## src/shared/etc_map.svh

```systemverilog
// register offsets, field positions, codes and reset values of the enclave checker
`ifndef ETC_MAP_SVH
`define ETC_MAP_SVH
// ****************************************************************
// register byte offsets
// ****************************************************************
`define ETC_OFS_CMD      8'h00
`define ETC_OFS_ACC      8'h04
`define ETC_OFS_FLAGS    8'h08
`define ETC_OFS_FAULT    8'h0C
`define ETC_OFS_FADDR    8'h10
`define ETC_OFS_CNT_LO   8'h14
`define ETC_OFS_CNT_HI   8'h18
`define ETC_OFS_BASE     8'h1C
`define ETC_OFS_DATA     8'h20
`define ETC_OFS_ATTR     8'h24
`define ETC_OFS_SEGLIM   8'h28
`define ETC_OFS_IRQ_STAT 8'h2C
`define ETC_OFS_IRQ_MASK 8'h30
// ****************************************************************
// leaf codes and result codes
// ****************************************************************
`define ETC_LEAF_TRACK      8'h0C
`define ETC_LEAF_EVICT      8'h0B
`define ETC_CODE_OK         32'h0000_0000
`define ETC_CODE_PREV_TRK   32'h0000_0001
`define ETC_CODE_NOT_BLOCK  32'h0000_0002
`define ETC_CODE_NOT_TRACK  32'h0000_0003
`define ETC_CODE_SLOT_OCC   32'h0000_0004
`define ETC_CODE_CHILD      32'h0000_0005
// ****************************************************************
// flag bit positions in the flags register
// ****************************************************************
`define ETC_FLG_CF 0
`define ETC_FLG_PF 2
`define ETC_FLG_AF 4
`define ETC_FLG_ZF 6
`define ETC_FLG_SF 7
`define ETC_FLG_OF 11
`define ETC_FLAGS_MASK 32'h0000_08D5
// ****************************************************************
// interrupt bits and reset values
// ****************************************************************
`define ETC_IRQ_DONE  0
`define ETC_IRQ_FAULT 1
`define ETC_RST_WORD  32'h0000_0000
`define ETC_RST_LIMIT 32'hFFFF_FFFF
`endif

```

## src/shared/etc_pkg.sv

```systemverilog
// types shared by the enclave checker modules
package etc_pkg;
	`include "etc_map.svh"

	// operation sequencer, gray along idle -> eval -> post
	typedef enum logic [1:0]
	{
		ETC_ST_IDLE = 2'b00,
		ETC_ST_EVAL = 2'b01,
		ETC_ST_POST = 2'b11
	} etc_state_t;

	typedef enum logic [1:0]
	{
		ETC_FAULT_NONE = 2'b00,
		ETC_FAULT_GP   = 2'b01,
		ETC_FAULT_PF   = 2'b10
	} etc_fault_t;

	typedef enum logic [2:0]
	{
		ETC_CONTROL_PAGE_TYPE = 3'h0,
		ETC_PT_REG  = 3'h1,
		ETC_PT_TCS  = 3'h2,
		ETC_PT_VA   = 3'h3,
		ETC_PT_TRIM = 3'h4
	} etc_ptype_t;

	// page state as presented by software in the attribute register
	typedef struct packed
	{
		logic       slotIsVa;      // bit 17
		logic       slotValid;     // bit 16
		logic       slotRegion;    // bit 15
		logic       protMode;      // bit 14
		logic       mode64;        // bit 13
		logic [1:0] cpl;           // bits 12:11
		logic       slotOccupied;  // bit 10
		logic       trackRace;     // bit 9
		logic       trackBusy;     // bit 8
		logic       childPresent;  // bit 7
		logic       trackingNz;    // bit 6
		logic       blocked;       // bit 5
		logic [2:0] pageType;      // bits 4:2
		logic       mapValid;      // bit 1
		logic       regionHit;     // bit 0
	} etc_attr_t;
endpackage

```

## src/shared/etc_if.sv

```systemverilog
// request and outcome between the sequencer and the leaf checker
interface etc_if;
	import etc_pkg::*;
	logic [7:0]  leaf;
	logic [63:0] counter;
	logic [31:0] base;
	logic [31:0] data;
	etc_attr_t   attr;
	logic [31:0] segLimit;
	etc_fault_t  fault;
	logic [31:0] faultAddr;
	logic [31:0] acc;
	logic        zf;
	logic        cf;
	logic        evictDone;

	modport seq (output leaf, counter, base, data, attr, segLimit,
		input fault, faultAddr, acc, zf, cf, evictDone);
	modport chk (input leaf, counter, base, data, attr, segLimit,
		output fault, faultAddr, acc, zf, cf, evictDone);
endinterface

```

## src/core/etc_checker.sv

```systemverilog
// fault and result evaluation for the tracking and eviction leaves
`include "etc_map.svh"
module etc_checker
(
	etc_if.chk chk
);
	import etc_pkg::*;

	logic canon;
	logic limOk;
	logic evType;

	// ****************************************************************
	// check ladder, first failing check wins
	// ****************************************************************
	always_comb
	begin
		canon = (&chk.counter[63:47]) | ~(|chk.counter[63:47]);
		limOk = (chk.counter[31:0] <= chk.segLimit);
		evType = (chk.attr.pageType == ETC_PT_REG) | (chk.attr.pageType == ETC_PT_TCS)
			| (chk.attr.pageType == ETC_PT_TRIM);
		chk.fault = ETC_FAULT_NONE;
		chk.faultAddr = `ETC_RST_WORD;
		chk.acc = `ETC_CODE_OK;
		chk.zf = 1'b0;
		chk.cf = 1'b0;
		chk.evictDone = 1'b0;
		if (chk.attr.cpl != 2'b00)
			chk.fault = ETC_FAULT_GP;
		else if (chk.attr.mode64 && !canon)
			chk.fault = ETC_FAULT_GP;
		else if (chk.attr.protMode && !chk.attr.mode64 && (!limOk
			|| ((chk.leaf == `ETC_LEAF_EVICT) && ((chk.base > chk.segLimit)
			|| (chk.data > chk.segLimit)))))
			chk.fault = ETC_FAULT_GP;
		else if (chk.leaf == `ETC_LEAF_TRACK)
		begin
			if (chk.counter[11:0] != 12'h000)
				chk.fault = ETC_FAULT_GP;
			else if (!chk.attr.regionHit)
			begin
				chk.fault = ETC_FAULT_PF;
				chk.faultAddr = chk.counter[31:0];
			end
			else if (chk.attr.trackBusy)
				chk.fault = ETC_FAULT_GP;
			else if (!chk.attr.mapValid || (chk.attr.pageType != ETC_CONTROL_PAGE_TYPE))
			begin
				chk.fault = ETC_FAULT_PF;
				chk.faultAddr = chk.counter[31:0];
			end
			else if (chk.attr.trackingNz)
			begin
				chk.zf = 1'b1;
				chk.acc = `ETC_CODE_PREV_TRK;
			end
		end
		else if (chk.leaf == `ETC_LEAF_EVICT)
		begin
			if ((chk.base[4:0] != 5'h00) || (chk.counter[11:0] != 12'h000))
				chk.fault = ETC_FAULT_GP;
			else if (!chk.attr.regionHit)
			begin
				chk.fault = ETC_FAULT_PF;
				chk.faultAddr = chk.counter[31:0];
			end
			else if (chk.data[2:0] != 3'h0)
				chk.fault = ETC_FAULT_GP;
			else if (!chk.attr.slotRegion)
			begin
				chk.fault = ETC_FAULT_PF;
				chk.faultAddr = chk.data;
			end
			else if ((chk.counter[31:12] == chk.data[31:12]) || chk.attr.trackBusy)
				chk.fault = ETC_FAULT_GP;
			else if (!chk.attr.mapValid)
			begin
				chk.fault = ETC_FAULT_PF;
				chk.faultAddr = chk.counter[31:0];
			end
			else if (!chk.attr.slotValid || !chk.attr.slotIsVa)
			begin
				chk.fault = ETC_FAULT_PF;
				chk.faultAddr = chk.data;
			end
			else if (evType && !chk.attr.blocked)
			begin
				chk.zf = 1'b1;
				chk.acc = `ETC_CODE_NOT_BLOCK;
			end
			else if (evType && chk.attr.trackRace)
			begin
				chk.zf = 1'b1;
				chk.acc = `ETC_CODE_NOT_TRACK;
			end
			else if ((chk.attr.pageType == ETC_CONTROL_PAGE_TYPE) && chk.attr.childPresent)
			begin
				chk.zf = 1'b1;
				chk.acc = `ETC_CODE_CHILD;
			end
			else
			begin
				chk.evictDone = 1'b1;
				if (chk.attr.slotOccupied)
				begin
					chk.cf = 1'b1;
					chk.acc = `ETC_CODE_SLOT_OCC;
				end
			end
		end
		else
			chk.fault = ETC_FAULT_GP;  // unsupported leaf
	end
endmodule

```

## src/core/etc_irq_ctrl.sv

```systemverilog
// sticky event status, mask and level interrupt
module etc_irq_ctrl
(
	input  wire logic       clk_sys,
	input  wire logic       sys_rst,
	input  wire logic [1:0] evtSet,
	input  wire logic       statusRdClr,
	input  wire logic       maskWr,
	input  wire logic [1:0] maskData,
	output logic      [1:0] status,
	output logic      [1:0] mask,
	output logic            irq
);
	import etc_pkg::*;

	logic [1:0] next_status;
	logic [1:0] next_mask;
	logic       next_irq;

	// set wins over a read-clear in the same cycle
	always_comb
	begin
		next_status = (status & ~{2{statusRdClr}}) | evtSet;
		next_mask = maskWr ? maskData : mask;
		next_irq = |(next_status & next_mask);
	end

	always_ff @(posedge clk_sys or posedge sys_rst)
	begin
		if (sys_rst)
		begin
			status <= 2'b00;
			mask <= 2'b00;
			irq <= 1'b0;
		end
		else
		begin
			status <= next_status;
			mask <= next_mask;
			irq <= next_irq;
		end
	end

	irq_level_a: assert property (@(posedge clk_sys) disable iff (sys_rst)
		irq == |(status & mask)) else $error("irq does not follow status and mask");
endmodule

```

## src/core/etc_top.sv

```systemverilog
// enclave tracking and eviction checker with its AHB-Lite register slave
`include "etc_map.svh"
module etc_top
(
	input  wire logic        clk_sys,
	input  wire logic        sys_rst,
	input  wire logic        hsel,
	input  wire logic [31:0] haddr,
	input  wire logic [1:0]  htrans,
	input  wire logic        hwrite,
	input  wire logic [2:0]  hsize,
	input  wire logic [31:0] hwdata,
	input  wire logic        hready,
	output logic             hreadyout,
	output logic             hresp,
	output logic      [31:0] hrdata,
	output logic             irq,
	output logic             sealRequest,
	output logic             pageRetire
);
	import etc_pkg::*;

	etc_if req ();

	// ****************************************************************
	// state
	// ****************************************************************
	etc_state_t  state;
	etc_state_t  next_state;
	logic [7:0]  leafCode;
	logic [31:0] cntLo;
	logic [31:0] cntHi;
	logic [31:0] baseAddr;
	logic [31:0] dataAddr;
	logic [17:0] attrBits;
	logic [31:0] segLimit;
	logic [31:0] flags;
	logic [31:0] acc;
	etc_fault_t  faultKind;
	logic [31:0] faultAddr;
	logic [7:0]  wrAddr;
	logic        wrPend;
	logic [7:0]  rdAddr;
	logic        rdPend;
	logic [7:0]  next_leafCode;
	logic [31:0] next_cntLo;
	logic [31:0] next_cntHi;
	logic [31:0] next_baseAddr;
	logic [31:0] next_dataAddr;
	logic [17:0] next_attrBits;
	logic [31:0] next_segLimit;
	logic [31:0] next_flags;
	logic [31:0] next_acc;
	etc_fault_t  next_faultKind;
	logic [31:0] next_faultAddr;
	logic [7:0]  next_wrAddr;
	logic        next_wrPend;
	logic [7:0]  next_rdAddr;
	logic        next_rdPend;
	logic        next_hreadyout;
	logic [31:0] next_hrdata;
	logic        next_sealRequest;
	logic        next_pageRetire;
	logic        addrPhase;
	logic        wrStb;
	logic        statusRdClr;
	logic [1:0]  evtSet;
	logic [1:0]  irqStatus;
	logic [1:0]  irqMask;
	etc_attr_t   attr;

	assign attr = etc_attr_t'(attrBits);

	// ****************************************************************
	// request toward the checker
	// ****************************************************************
	assign req.leaf = leafCode;
	assign req.counter = {cntHi, cntLo};
	assign req.base = baseAddr;
	assign req.data = dataAddr;
	assign req.attr = attr;
	assign req.segLimit = segLimit;

	etc_checker u_checker
	(
		.chk (req)
	);

	// ****************************************************************
	// bus decode
	// ****************************************************************
	assign addrPhase = hsel & htrans[1] & hready;
	assign wrStb = wrPend;
	assign statusRdClr = rdPend & (rdAddr == `ETC_OFS_IRQ_STAT);
	assign evtSet = (state == ETC_ST_POST)
		? {faultKind != ETC_FAULT_NONE, 1'b1} : 2'b00;

	etc_irq_ctrl u_irq
	(
		.clk_sys     (clk_sys),
		.sys_rst     (sys_rst),
		.evtSet      (evtSet),
		.statusRdClr (statusRdClr),
		.maskWr      (wrStb && (wrAddr == `ETC_OFS_IRQ_MASK)),
		.maskData    (hwdata[1:0]),
		.status      (irqStatus),
		.mask        (irqMask),
		.irq         (irq)
	);

	// read mux, one wait state on every read
	function automatic logic [31:0] readWord(input logic [7:0] a);
		logic [31:0] v;
		v = `ETC_RST_WORD;
		unique case (a)
			`ETC_OFS_CMD:      v = {23'h00_0000, state != ETC_ST_IDLE, leafCode};
			`ETC_OFS_ACC:      v = acc;
			`ETC_OFS_FLAGS:    v = flags;
			`ETC_OFS_FAULT:    v = {30'h0000_0000, faultKind};
			`ETC_OFS_FADDR:    v = faultAddr;
			`ETC_OFS_CNT_LO:   v = cntLo;
			`ETC_OFS_CNT_HI:   v = cntHi;
			`ETC_OFS_BASE:     v = baseAddr;
			`ETC_OFS_DATA:     v = dataAddr;
			`ETC_OFS_ATTR:     v = {14'h0000, attrBits};
			`ETC_OFS_SEGLIM:   v = segLimit;
			`ETC_OFS_IRQ_STAT: v = {30'h0000_0000, irqStatus};
			`ETC_OFS_IRQ_MASK: v = {30'h0000_0000, irqMask};
			default:           v = `ETC_RST_WORD;
		endcase
		return v;
	endfunction

	// ****************************************************************
	// next values: bus slave, operand registers, sequencer
	// ****************************************************************
	always_comb
	begin
		next_wrPend = addrPhase & hwrite;
		next_wrAddr = addrPhase ? haddr[7:0] : wrAddr;
		next_rdPend = addrPhase & ~hwrite;
		next_rdAddr = addrPhase ? haddr[7:0] : rdAddr;
		next_hreadyout = ~(addrPhase & ~hwrite);
		next_hrdata = rdPend ? readWord(rdAddr) : hrdata;
		next_leafCode = leafCode;
		next_cntLo = cntLo;
		next_cntHi = cntHi;
		next_baseAddr = baseAddr;
		next_dataAddr = dataAddr;
		next_attrBits = attrBits;
		next_segLimit = segLimit;
		next_flags = flags;
		next_acc = acc;
		next_faultKind = faultKind;
		next_faultAddr = faultAddr;
		next_state = state;
		next_sealRequest = 1'b0;
		next_pageRetire = 1'b0;
		// operand writes are ignored while an operation runs
		if (wrStb && (state == ETC_ST_IDLE))
		begin
			unique case (wrAddr)
				`ETC_OFS_CMD:
				begin
					next_leafCode = hwdata[7:0];
					next_state = ETC_ST_EVAL;
				end
				`ETC_OFS_FLAGS:  next_flags = hwdata & `ETC_FLAGS_MASK;
				`ETC_OFS_CNT_LO: next_cntLo = hwdata;
				`ETC_OFS_CNT_HI: next_cntHi = hwdata;
				`ETC_OFS_BASE:   next_baseAddr = hwdata;
				`ETC_OFS_DATA:   next_dataAddr = hwdata;
				`ETC_OFS_ATTR:   next_attrBits = hwdata[17:0];
				`ETC_OFS_SEGLIM: next_segLimit = hwdata;
				default:         next_state = state;
			endcase
		end
		unique case (state)
			ETC_ST_IDLE: ;
			ETC_ST_EVAL:
			begin
				next_faultKind = req.fault;
				next_faultAddr = req.faultAddr;
				if (req.fault == ETC_FAULT_NONE)
				begin
					next_acc = req.acc;
					next_flags = `ETC_RST_WORD;
					next_flags[`ETC_FLG_ZF] = req.zf;
					next_flags[`ETC_FLG_CF] = req.cf;
					next_sealRequest = req.evictDone;
					next_pageRetire = req.evictDone;
				end
				next_state = ETC_ST_POST;
			end
			ETC_ST_POST: next_state = ETC_ST_IDLE;
			default:     next_state = ETC_ST_IDLE;
		endcase
	end

	// ****************************************************************
	// registers
	// ****************************************************************
	always_ff @(posedge clk_sys or posedge sys_rst)
	begin
		if (sys_rst)
		begin
			state <= ETC_ST_IDLE;
			leafCode <= 8'h00;
			cntLo <= `ETC_RST_WORD;
			cntHi <= `ETC_RST_WORD;
			baseAddr <= `ETC_RST_WORD;
			dataAddr <= `ETC_RST_WORD;
			attrBits <= 18'h0_0000;
			segLimit <= `ETC_RST_LIMIT;
			flags <= `ETC_RST_WORD;
			acc <= `ETC_RST_WORD;
			faultKind <= ETC_FAULT_NONE;
			faultAddr <= `ETC_RST_WORD;
			wrAddr <= 8'h00;
			wrPend <= 1'b0;
			rdAddr <= 8'h00;
			rdPend <= 1'b0;
			hreadyout <= 1'b1;
			hresp <= 1'b0;
			hrdata <= `ETC_RST_WORD;
			sealRequest <= 1'b0;
			pageRetire <= 1'b0;
		end
		else
		begin
			state <= next_state;
			leafCode <= next_leafCode;
			cntLo <= next_cntLo;
			cntHi <= next_cntHi;
			baseAddr <= next_baseAddr;
			dataAddr <= next_dataAddr;
			attrBits <= next_attrBits;
			segLimit <= next_segLimit;
			flags <= next_flags;
			acc <= next_acc;
			faultKind <= next_faultKind;
			faultAddr <= next_faultAddr;
			wrAddr <= next_wrAddr;
			wrPend <= next_wrPend;
			rdAddr <= next_rdAddr;
			rdPend <= next_rdPend;
			hreadyout <= next_hreadyout;
			hresp <= 1'b0;
			hrdata <= next_hrdata;
			sealRequest <= next_sealRequest;
			pageRetire <= next_pageRetire;
		end
	end

	// ****************************************************************
	// assertions
	// ****************************************************************
	logic basicOk;
	assign basicOk = (attr.cpl == 2'b00) && !attr.mode64 && !attr.protMode;

	priv_gp_a: assert property (@(posedge clk_sys) disable iff (sys_rst)
		(state == ETC_ST_EVAL) && (attr.cpl != 2'b00) |=> (faultKind == ETC_FAULT_GP))
		else $error("nonzero privilege did not fault");

	canon_gp_a: assert property (@(posedge clk_sys) disable iff (sys_rst)
		(state == ETC_ST_EVAL) && (attr.cpl == 2'b00) && attr.mode64
		&& !((&cntHi[31:15]) || !(|cntHi[31:15])) |=> (faultKind == ETC_FAULT_GP))
		else $error("non-canonical operand did not fault");

	limit_gp_a: assert property (@(posedge clk_sys) disable iff (sys_rst)
		(state == ETC_ST_EVAL) && (attr.cpl == 2'b00) && attr.protMode && !attr.mode64
		&& (cntLo > segLimit) |=> (faultKind == ETC_FAULT_GP))
		else $error("segment limit overrun did not fault");

	track_align_a: assert property (@(posedge clk_sys) disable iff (sys_rst)
		(state == ETC_ST_EVAL) && (leafCode == `ETC_LEAF_TRACK) && basicOk
		&& (cntLo[11:0] != 12'h000) |=> (faultKind == ETC_FAULT_GP))
		else $error("misaligned tracking operand did not fault");

	track_region_a: assert property (@(posedge clk_sys) disable iff (sys_rst)
		(state == ETC_ST_EVAL) && (leafCode == `ETC_LEAF_TRACK) && basicOk
		&& (cntLo[11:0] == 12'h000) && !attr.regionHit
		|=> (faultKind == ETC_FAULT_PF) && (faultAddr == $past(cntLo)))
		else $error("tracking operand outside region did not page fault");

	track_busy_a: assert property (@(posedge clk_sys) disable iff (sys_rst)
		(state == ETC_ST_EVAL) && (leafCode == `ETC_LEAF_TRACK) && basicOk
		&& (cntLo[11:0] == 12'h000) && attr.regionHit && attr.trackBusy
		|=> (faultKind == ETC_FAULT_GP))
		else $error("busy tracking facility did not fault");

	track_type_a: assert property (@(posedge clk_sys) disable iff (sys_rst)
		(state == ETC_ST_EVAL) && (leafCode == `ETC_LEAF_TRACK) && basicOk
		&& (cntLo[11:0] == 12'h000) && attr.regionHit && !attr.trackBusy
		&& (!attr.mapValid || (attr.pageType != ETC_CONTROL_PAGE_TYPE)) |=> (faultKind == ETC_FAULT_PF))
		else $error("invalid or wrong page type did not page fault");

	prev_track_a: assert property (@(posedge clk_sys) disable iff (sys_rst)
		(state == ETC_ST_POST) && (leafCode == `ETC_LEAF_TRACK) && (faultKind == ETC_FAULT_NONE)
		|-> (flags[`ETC_FLG_ZF] == attr.trackingNz)
		&& (acc == (attr.trackingNz ? `ETC_CODE_PREV_TRK : `ETC_CODE_OK)))
		else $error("tracking result code or zero flag wrong");

	flags_clear_a: assert property (@(posedge clk_sys) disable iff (sys_rst)
		(state == ETC_ST_POST) && (faultKind == ETC_FAULT_NONE) && (leafCode == `ETC_LEAF_TRACK)
		|-> !flags[`ETC_FLG_CF] && !flags[`ETC_FLG_PF] && !flags[`ETC_FLG_AF]
		&& !flags[`ETC_FLG_OF] && !flags[`ETC_FLG_SF])
		else $error("arithmetic flags not cleared");

	seal_pulse_a: assert property (@(posedge clk_sys) disable iff (sys_rst)
		sealRequest |-> pageRetire && (state == ETC_ST_POST) && (acc != `ETC_CODE_NOT_BLOCK)
		##1 !sealRequest)
		else $error("seal request not a single pulse of a good eviction");
endmodule

```

## config.mk

```make
export PLATFORM = sky130hd
export DESIGN_NAME = etc_top
export DESIGN_NICKNAME = d
export VERILOG_FILES = /design/src/shared/etc_pkg.sv /design/src/shared/etc_if.sv /design/src/core/etc_checker.sv /design/src/core/etc_irq_ctrl.sv /design/src/core/etc_top.sv
export VERILOG_INCLUDE_DIRS = /design/src /design/src/shared
export SDC_FILE = /design/constraint.sdc
export NUM_CORES = 1
export LEC_CHECK = 0
export BUFFER_PORTS_ARGS = -buffer_cell sky130_fd_sc_hd__buf_4
export CORE_UTILIZATION = 50
export CTS_CLUSTER_SIZE = 10
export DETAILED_ROUTE_END_ITERATION = 8
export GPL_ROUTABILITY_DRIVEN = 0
export PLACE_DENSITY = 0.68
export SLEW_MARGIN = 10
export SYNTH_ARGS = -nofsm -noshare
export SYNTH_HDL_FRONTEND = slang
export SYNTH_SLANG_ARGS = --single-unit
export TNS_END_PERCENT = 30
```

## constraint.sdc

```tcl
create_clock -name clk_sys -period 10.4 [get_ports clk_sys]
set_input_delay 1.04 -clock clk_sys [delete_from_list [all_inputs] [get_ports clk_sys]]
set_output_delay 1.04 -clock clk_sys [all_outputs]
set_load 0.01 [all_outputs]
```

* Yosys cells after proc, flatten, opt, wreduce, memory -nomap -nowiden
Index checks and enable logic that the tools add are counted.
Word-level totals: flip-flop bits (word level) 335, input bits 74, output and inout bits 37, logic and storage cells 222
Cells by class: mux-type cells 116, order comparisons 3, reduce and logical (&&, ||, !) cells 45, eq/ne operators 22, bitwise logic cells 15
Operators by type and width (number):
- 32-bit 2-to-1 mux | 39
- 32-bit one-hot mux with 13 select lines | 1
- 32-bit > comparator | 2
- 1-bit 2-to-1 mux | 54
- 8-bit by 6-bit equality test with 1-bit output (second input constant) | 5
- 2-bit 2-to-1 mux | 20
- 8-bit by 4-bit equality test with 1-bit output (second input constant) | 4
- 8-bit by 5-bit equality test with 1-bit output (second input constant) | 4
- 32-bit less-or-equal comparator | 1
- 20-bit equality test | 1
- 2-bit AND reduction | 9
- 17-bit AND reduction | 1
- 17-bit OR reduction | 1
- 12-bit nonzero test | 1
- 1-bit logical AND | 9
- 8-bit by 3-bit equality test with 1-bit output (second input constant) | 1
- 8-bit logical NOT | 1
- 1-bit logical NOT | 7
- 1-bit logical OR | 6
- 2-bit nonzero test | 3
- 3-bit nonzero test | 2
- 1-bit bitwise AND | 5
- 5-bit nonzero test | 1
- 2-bit bitwise AND | 2
- other kinds (15) | 21

* Logic depth before layout (Yosys ltp)
depth in word-level cells 20, gate-level depth with buffers 11, depth with buffers taken out 9

* By module
A second synthesis with hierarchy kept.
Unflattened totals: cells, all modules 1621, area total of the unflattened synthesis 18659.1 µm²
By module, submodules not included:
- etc_top | cells each 1110, sequential area each 8299.2 µm², times used 1, area each 14836.7 µm²
- etc_checker | cells each 499, sequential area each 0.0 µm², times used 1, area each 3636.0 µm²
- etc_irq_ctrl | cells each 12, sequential area each 125.1 µm², times used 1, area each 186.4 µm²

* Worst setup path before layout
OpenSTA, ideal clock, no wires.
path type register to register, from register segLimit[14], in the netlist req.segLimit[14], to register acc[0], buffers on the path 1, path slack 7485 ps, library setup time 127 ps, period minus slack after synthesis 2915 ps, data required time 10273 ps, stages on the path, launching flop included 11, arrival 2787 ps, cell sequence dfstp_2 -> inv_1 -> ha_1 -> nand4_1 -> nor4_1 -> nand2b_1 -> a31oi_1 -> o41ai_2 -> and4b_1 -> buf_4 -> mux2_1
On the way: cells in the longest elaborated chain, start to end 10, elaborated cells on any way between the ends 16, classes of those cells order compare (3); mux (6); reduce/logical (7)
Ends and longest elaborated chain:
- start, declared | RTL line etc_top.sv:36 | logic [31:0] segLimit;
- start signal, assigned | RTL line etc_top.sv:214 | segLimit <= `ETC_RST_LIMIT;
- start signal, assigned | RTL line etc_top.sv:238 | segLimit <= next_segLimit;
- 32-bit > comparator, on equally long branches | RTL line etc_checker.sv:33, etc_checker.sv:34
- 1-bit logical OR | RTL line etc_checker.sv:34 | || (chk.data > chk.segLimit)))))
- 1-bit logical AND | RTL line etc_checker.sv:33 | || ((chk.leaf == `ETC_LEAF_EVICT) && ((chk.base > chk.segLimit)
- 1-bit logical OR (*) | RTL line etc_checker.sv:32 | else if (chk.attr.protMode && !chk.attr.mode64 && (!limOk
- 1-bit logical AND (*) | RTL line etc_checker.sv:32
- 2-bit 2-to-1 mux | RTL line etc_checker.sv:32
- 2-bit 2-to-1 mux | RTL line etc_checker.sv:30 | else if (chk.attr.mode64 && !canon)
- 2-bit 2-to-1 mux | RTL line etc_checker.sv:28 | if (chk.attr.cpl != 2'b00)
- 2-bit logical NOT | RTL line etc_top.sv:184 | if (req.fault == ETC_FAULT_NONE)
- 2-bit AND reduction (no line)
- end signal, assigned | RTL line etc_top.sv:216 | acc <= `ETC_RST_WORD;
- end signal, assigned | RTL line etc_top.sv:240 | acc <= next_acc;
- end, declared | RTL line etc_top.sv:38 | logic [31:0] acc;
Every way passes the cells marked *; elsewhere a longest branch is shown, timed or not. A chain may end at the register's enable or synchronous reset.

* Final worst setup path
from register segLimit[14], in the netlist req.segLimit[14], to register flags[20]
On the way: cells in the longest elaborated chain, start to end 11, elaborated cells on any way between the ends 14, classes of those cells order compare (3); mux (5); reduce/logical (6)
Ends and longest elaborated chain:
- 32-bit > comparator, on equally long branches | RTL line etc_checker.sv:33, etc_checker.sv:34
- 1-bit logical OR | RTL line etc_checker.sv:34
- 1-bit logical AND | RTL line etc_checker.sv:33
- 1-bit logical OR (*) | RTL line etc_checker.sv:32
- 1-bit logical AND (*) | RTL line etc_checker.sv:32
- 2-bit 2-to-1 mux (*) | RTL line etc_checker.sv:32
- 2-bit 2-to-1 mux (*) | RTL line etc_checker.sv:30
- 2-bit 2-to-1 mux (*) | RTL line etc_checker.sv:28
- 2-bit logical NOT (*) | RTL line etc_top.sv:184
- 32-bit 2-to-1 mux (*) | RTL line etc_top.sv:184
- 32-bit 2-to-1 mux (*) | RTL line etc_top.sv:178 | unique case (state)
- net next_flags[20] | RTL line etc_top.sv:52 | logic [31:0] next_flags;
- end signal, assigned | RTL line etc_top.sv:215 | flags <= `ETC_RST_WORD;
- end signal, assigned | RTL line etc_top.sv:239 | flags <= next_flags;
- end, declared | RTL line etc_top.sv:37 | logic [31:0] flags;
Mark *: on every way through the listed nets, which the timed path passes. The rest lies on a longest branch.

==> results.toml <==
[outcome]
status = "complete, no violations"

[floorplan]
fp-row-count = 65
die_h_um = 181
pin_count = 111
dieArea_sq_um = 32800
start_util_pct = 50.8
core_area_sq_um = 31600
die_w_um = 181

[synthesis]
synthesis.nets = 1575
yosysUniqueCellTypes = 63
ys_ff_latch = 306
avgSynthCellArea_sq_um = 11.4
synth_warnings = 0
syn_inst = 1405
synth_edf_count = 0
syn-cell-area_sq_um = 16000
yosysSeqAreaShare_pct = 48.1
postSynth.asyncResetShare_pct = 100
synth_flop_cell = "dfrtp_1"

[global_routing]
grt_overflow = 0
grt_use_met3_pct = 4.86
use_met1_pct = 38.9
antenna_found_initial = 0
first_global_vias = 12865
track_usage_pct = 29.5
grt.busiest_layer = "met2"
grt_pass1_wl_mm = 74.5
use_met2_pct = 48.8
grt_max_degree = 101

[sta]
hold_slack_ps = 483
final-setup-viol-count = 0
max-slew-margin-rel_pct = 22.0
fmax_mhz = 222
fin_skew_ps = 14.7
fin_crit_sh_pct = 43.4
tightest_slew_ps = 1170
setup_tns_ps = 0
drv_slew = 0
period_needed_ps = 4510
finalHoldViolCount = 0
rsz0062_at_grt = "no"

[power_and_ir_drop]
clkPwrFrac_pct = 40.1
p_sw_w = 0.000756
p_leak_nw = 7.73
seqPwrFrac_pct = 47.4
power_density_nw_per_um2 = 160
ir_drop_v = 0.000130
internal_power_w = 0.00212
sw_frac_of_total_pct = 26.2
combPwrFrac_pct = 12.5

[cts]
cts_tree = "built"
ctsHoldBuffers = 0
clk_path_buf_depth = 3
post-cts-setup-buffer-count = 0
cts_buffers = 37
htreeDepth = 2
cts-resized-gates = 0
clk_pin_slew_worst_paths_ps = 60
clock-sinks = 306
clk_latency_ps = 510
clockRootBuffer = "clkbuf_16"

[placement]
io_buffers = 81
dp_hpwl_mm = 30.7

[critical_path]
crit_type = "reg -> reg"
slowest_stage = "o41ai_2"
critPathTopFamily = "simple AND/OR/NAND/NOR gates"
end_kind = "register"
cp.arrival_ps = 4850
required_ps = 10740
path_buf_inv = 2
cp_max_fo = 23
start_kind = "register"
max_stage_delay_ps = 820
path_cells = "inv_1 -> ha_1 -> nand4_1 -> nor4_1 -> a32oi_1 -> o41ai_2 -> and4b_1 -> buf_4 -> nor3b_1"

[cells_and_area]
final_core_util_pct = 57.2
drive_gt1_share_pct = 26.6
area_growth_pct = 12.7
final_common_cell = "dfrtp_1"
diodes = 0
final_nets = 1645
final_cell_mix = "dfrtp_1, mux2_2, buf_4, ha_1, nand2_1"

[drt]
vias = 12502
dr.pass1.iters = 6
routed_wl_mm = 47.8
via_per_inst = 6.59
avgRoutedWirePerCell_um = 25.2
drc = 0
drt-initial-drc-count = 946
ant_nets = 0

[worst_hold_path]
hp-class = "reg -> reg"

[run]
cap_violations = 0
-- metrics by stage --
step	total power, W	area (sq um)	std cells	setup WS [ps]
4_1_cts	0.00289	18100	1898	6020
5_1_grt	0.00300	18100	1898	5760
6_report	0.00288	18100	1898	5890
2_1_floorplan	0.00158	16000	1405	955
3_5_place_dp	0.00174	17000	1838	6040
3_3_place_gp	0.00173	17000	1838	6060
-- tightest hold or removal path, cell delays in order, from the launching register on --
cell and delay (ps):
dfrtp_1 340, nand2_1 40, o21ai_0 60
-- worst paths after layout --
| path | from | endpoint | slack [ps] | depth (start not counted) |
|---|---|---|---|---|
| setup / recovery | req.segLimit[14] | flags[20] | 5890 | 9 |
| hold / removal | faultAddr[17] | faultAddr[17] | 480 | 2 |
| setup reg to reg | req.segLimit[14] | flags[20] | 5890 | 9 |
| hold reg to reg | faultAddr[17] | faultAddr[17] | 480 | 2 |
| max in group asynchronous | sys_rst | rdPend | 8320 | 3 |
| min in group asynchronous | sys_rst | dataAddr[9] | 630 | 2 |
-- registers in the layout, indices dropped and copies added, names as in the netlist, 2 cells and up --
name / count
rdAddr: 8
faultKind: 2
flags: 32
u_irq.status: 2
hrdata: 32
leafCode: 8
cntHi: 32
dataAddr: 32
state: 2
req.segLimit: 32
attr: 18
baseAddr: 32
acc: 3
faultAddr: 32
u_irq.mask: 2
cntLo: 32
-- power by group through the flow --
stage | combinational (W) | clock (W) | sequential [W]
floorplan | 0.000216 | 0 | 0.00136
global placement | 0.000350 | 0 | 0.00138
detailed placement | 0.000359 | 0 | 0.00138
CTS | 0.000361 | 0.00117 | 0.00136
global route | 0.000400 | 0.00122 | 0.00137
finish | 0.000360 | 0.00116 | 0.00136
-- cell type report --
class | instances | area, sq um
clock buffers | 60 | 1050
fillers | 2677 | 13500
inverters | 47 | 184
multi-input cells | 981 | 7850
flip-flops and latches | 306 | 7700
well taps | 402 | 503
repair buffers | 102 | 766
-- cells in the mapped netlist, types with 10 or more instances --
cell type | n | share of area, %
nand4_1 | 29 | 1.1
nand3_1 | 20 | 0.62
clkbuf_1 | 44 | 1.0
dfstp_2 | 33 | 5.4
nand2_1 | 87 | 2.0
mux2i_1 | 10 | 0.62
ha_1 | 96 | 7.5
o21ai_0 | 52 | 1.6
a221oi_1 | 29 | 1.6
nor3_1 | 15 | 0.47
a222oi_1 | 22 | 1.4
nor4_1 | 19 | 0.74
dfrtp_1 | 273 | 43
a41oi_1 | 16 | 0.87
mux2_2 | 198 | 14
nand2b_1 | 10 | 0.39
buf_1 | 17 | 0.40
a22o_1 | 22 | 1.2
xor2_1 | 21 | 1.1
a22oi_1 | 73 | 3.4
nor2_1 | 64 | 1.5
inv_1 | 47 | 1.1
and3_1 | 19 | 0.74
a21oi_1 | 56 | 1.7
nor3b_1 | 28 | 1.3
a31oi_1 | 16 | 0.62
-- per-layer routing --
layer  vias up  share of wire (%)
met5         -                  0
met4         0                3.3
met3       120                6.9
met2       537                 48
met1      6346                 42
li1       5499                  -
-- kinds of logic (layout without fill, tap and decap cells) --
| group | after synthesis | in the layout | synth area share (%) |
|---|---|---|---|
| AO/OA/AOI/OAI | 329 | 329 | 14.8 |
| XOR/XNOR | 21 | 21 | 1.15 |
| adder cells (fa/ha/maj) | 96 | 96 | 7.50 |
| buffers and inverters | 118 | 209 | 3.19 |
| flip-flops | 306 | 306 | 48.1 |
| multiplexers | 210 | 210 | 14.7 |
| other | 1 | 1 | 0.0234 |
| AND/OR/NAND/NOR | 324 | 324 | 10.7 |
(Power assumes the default switching activity.)
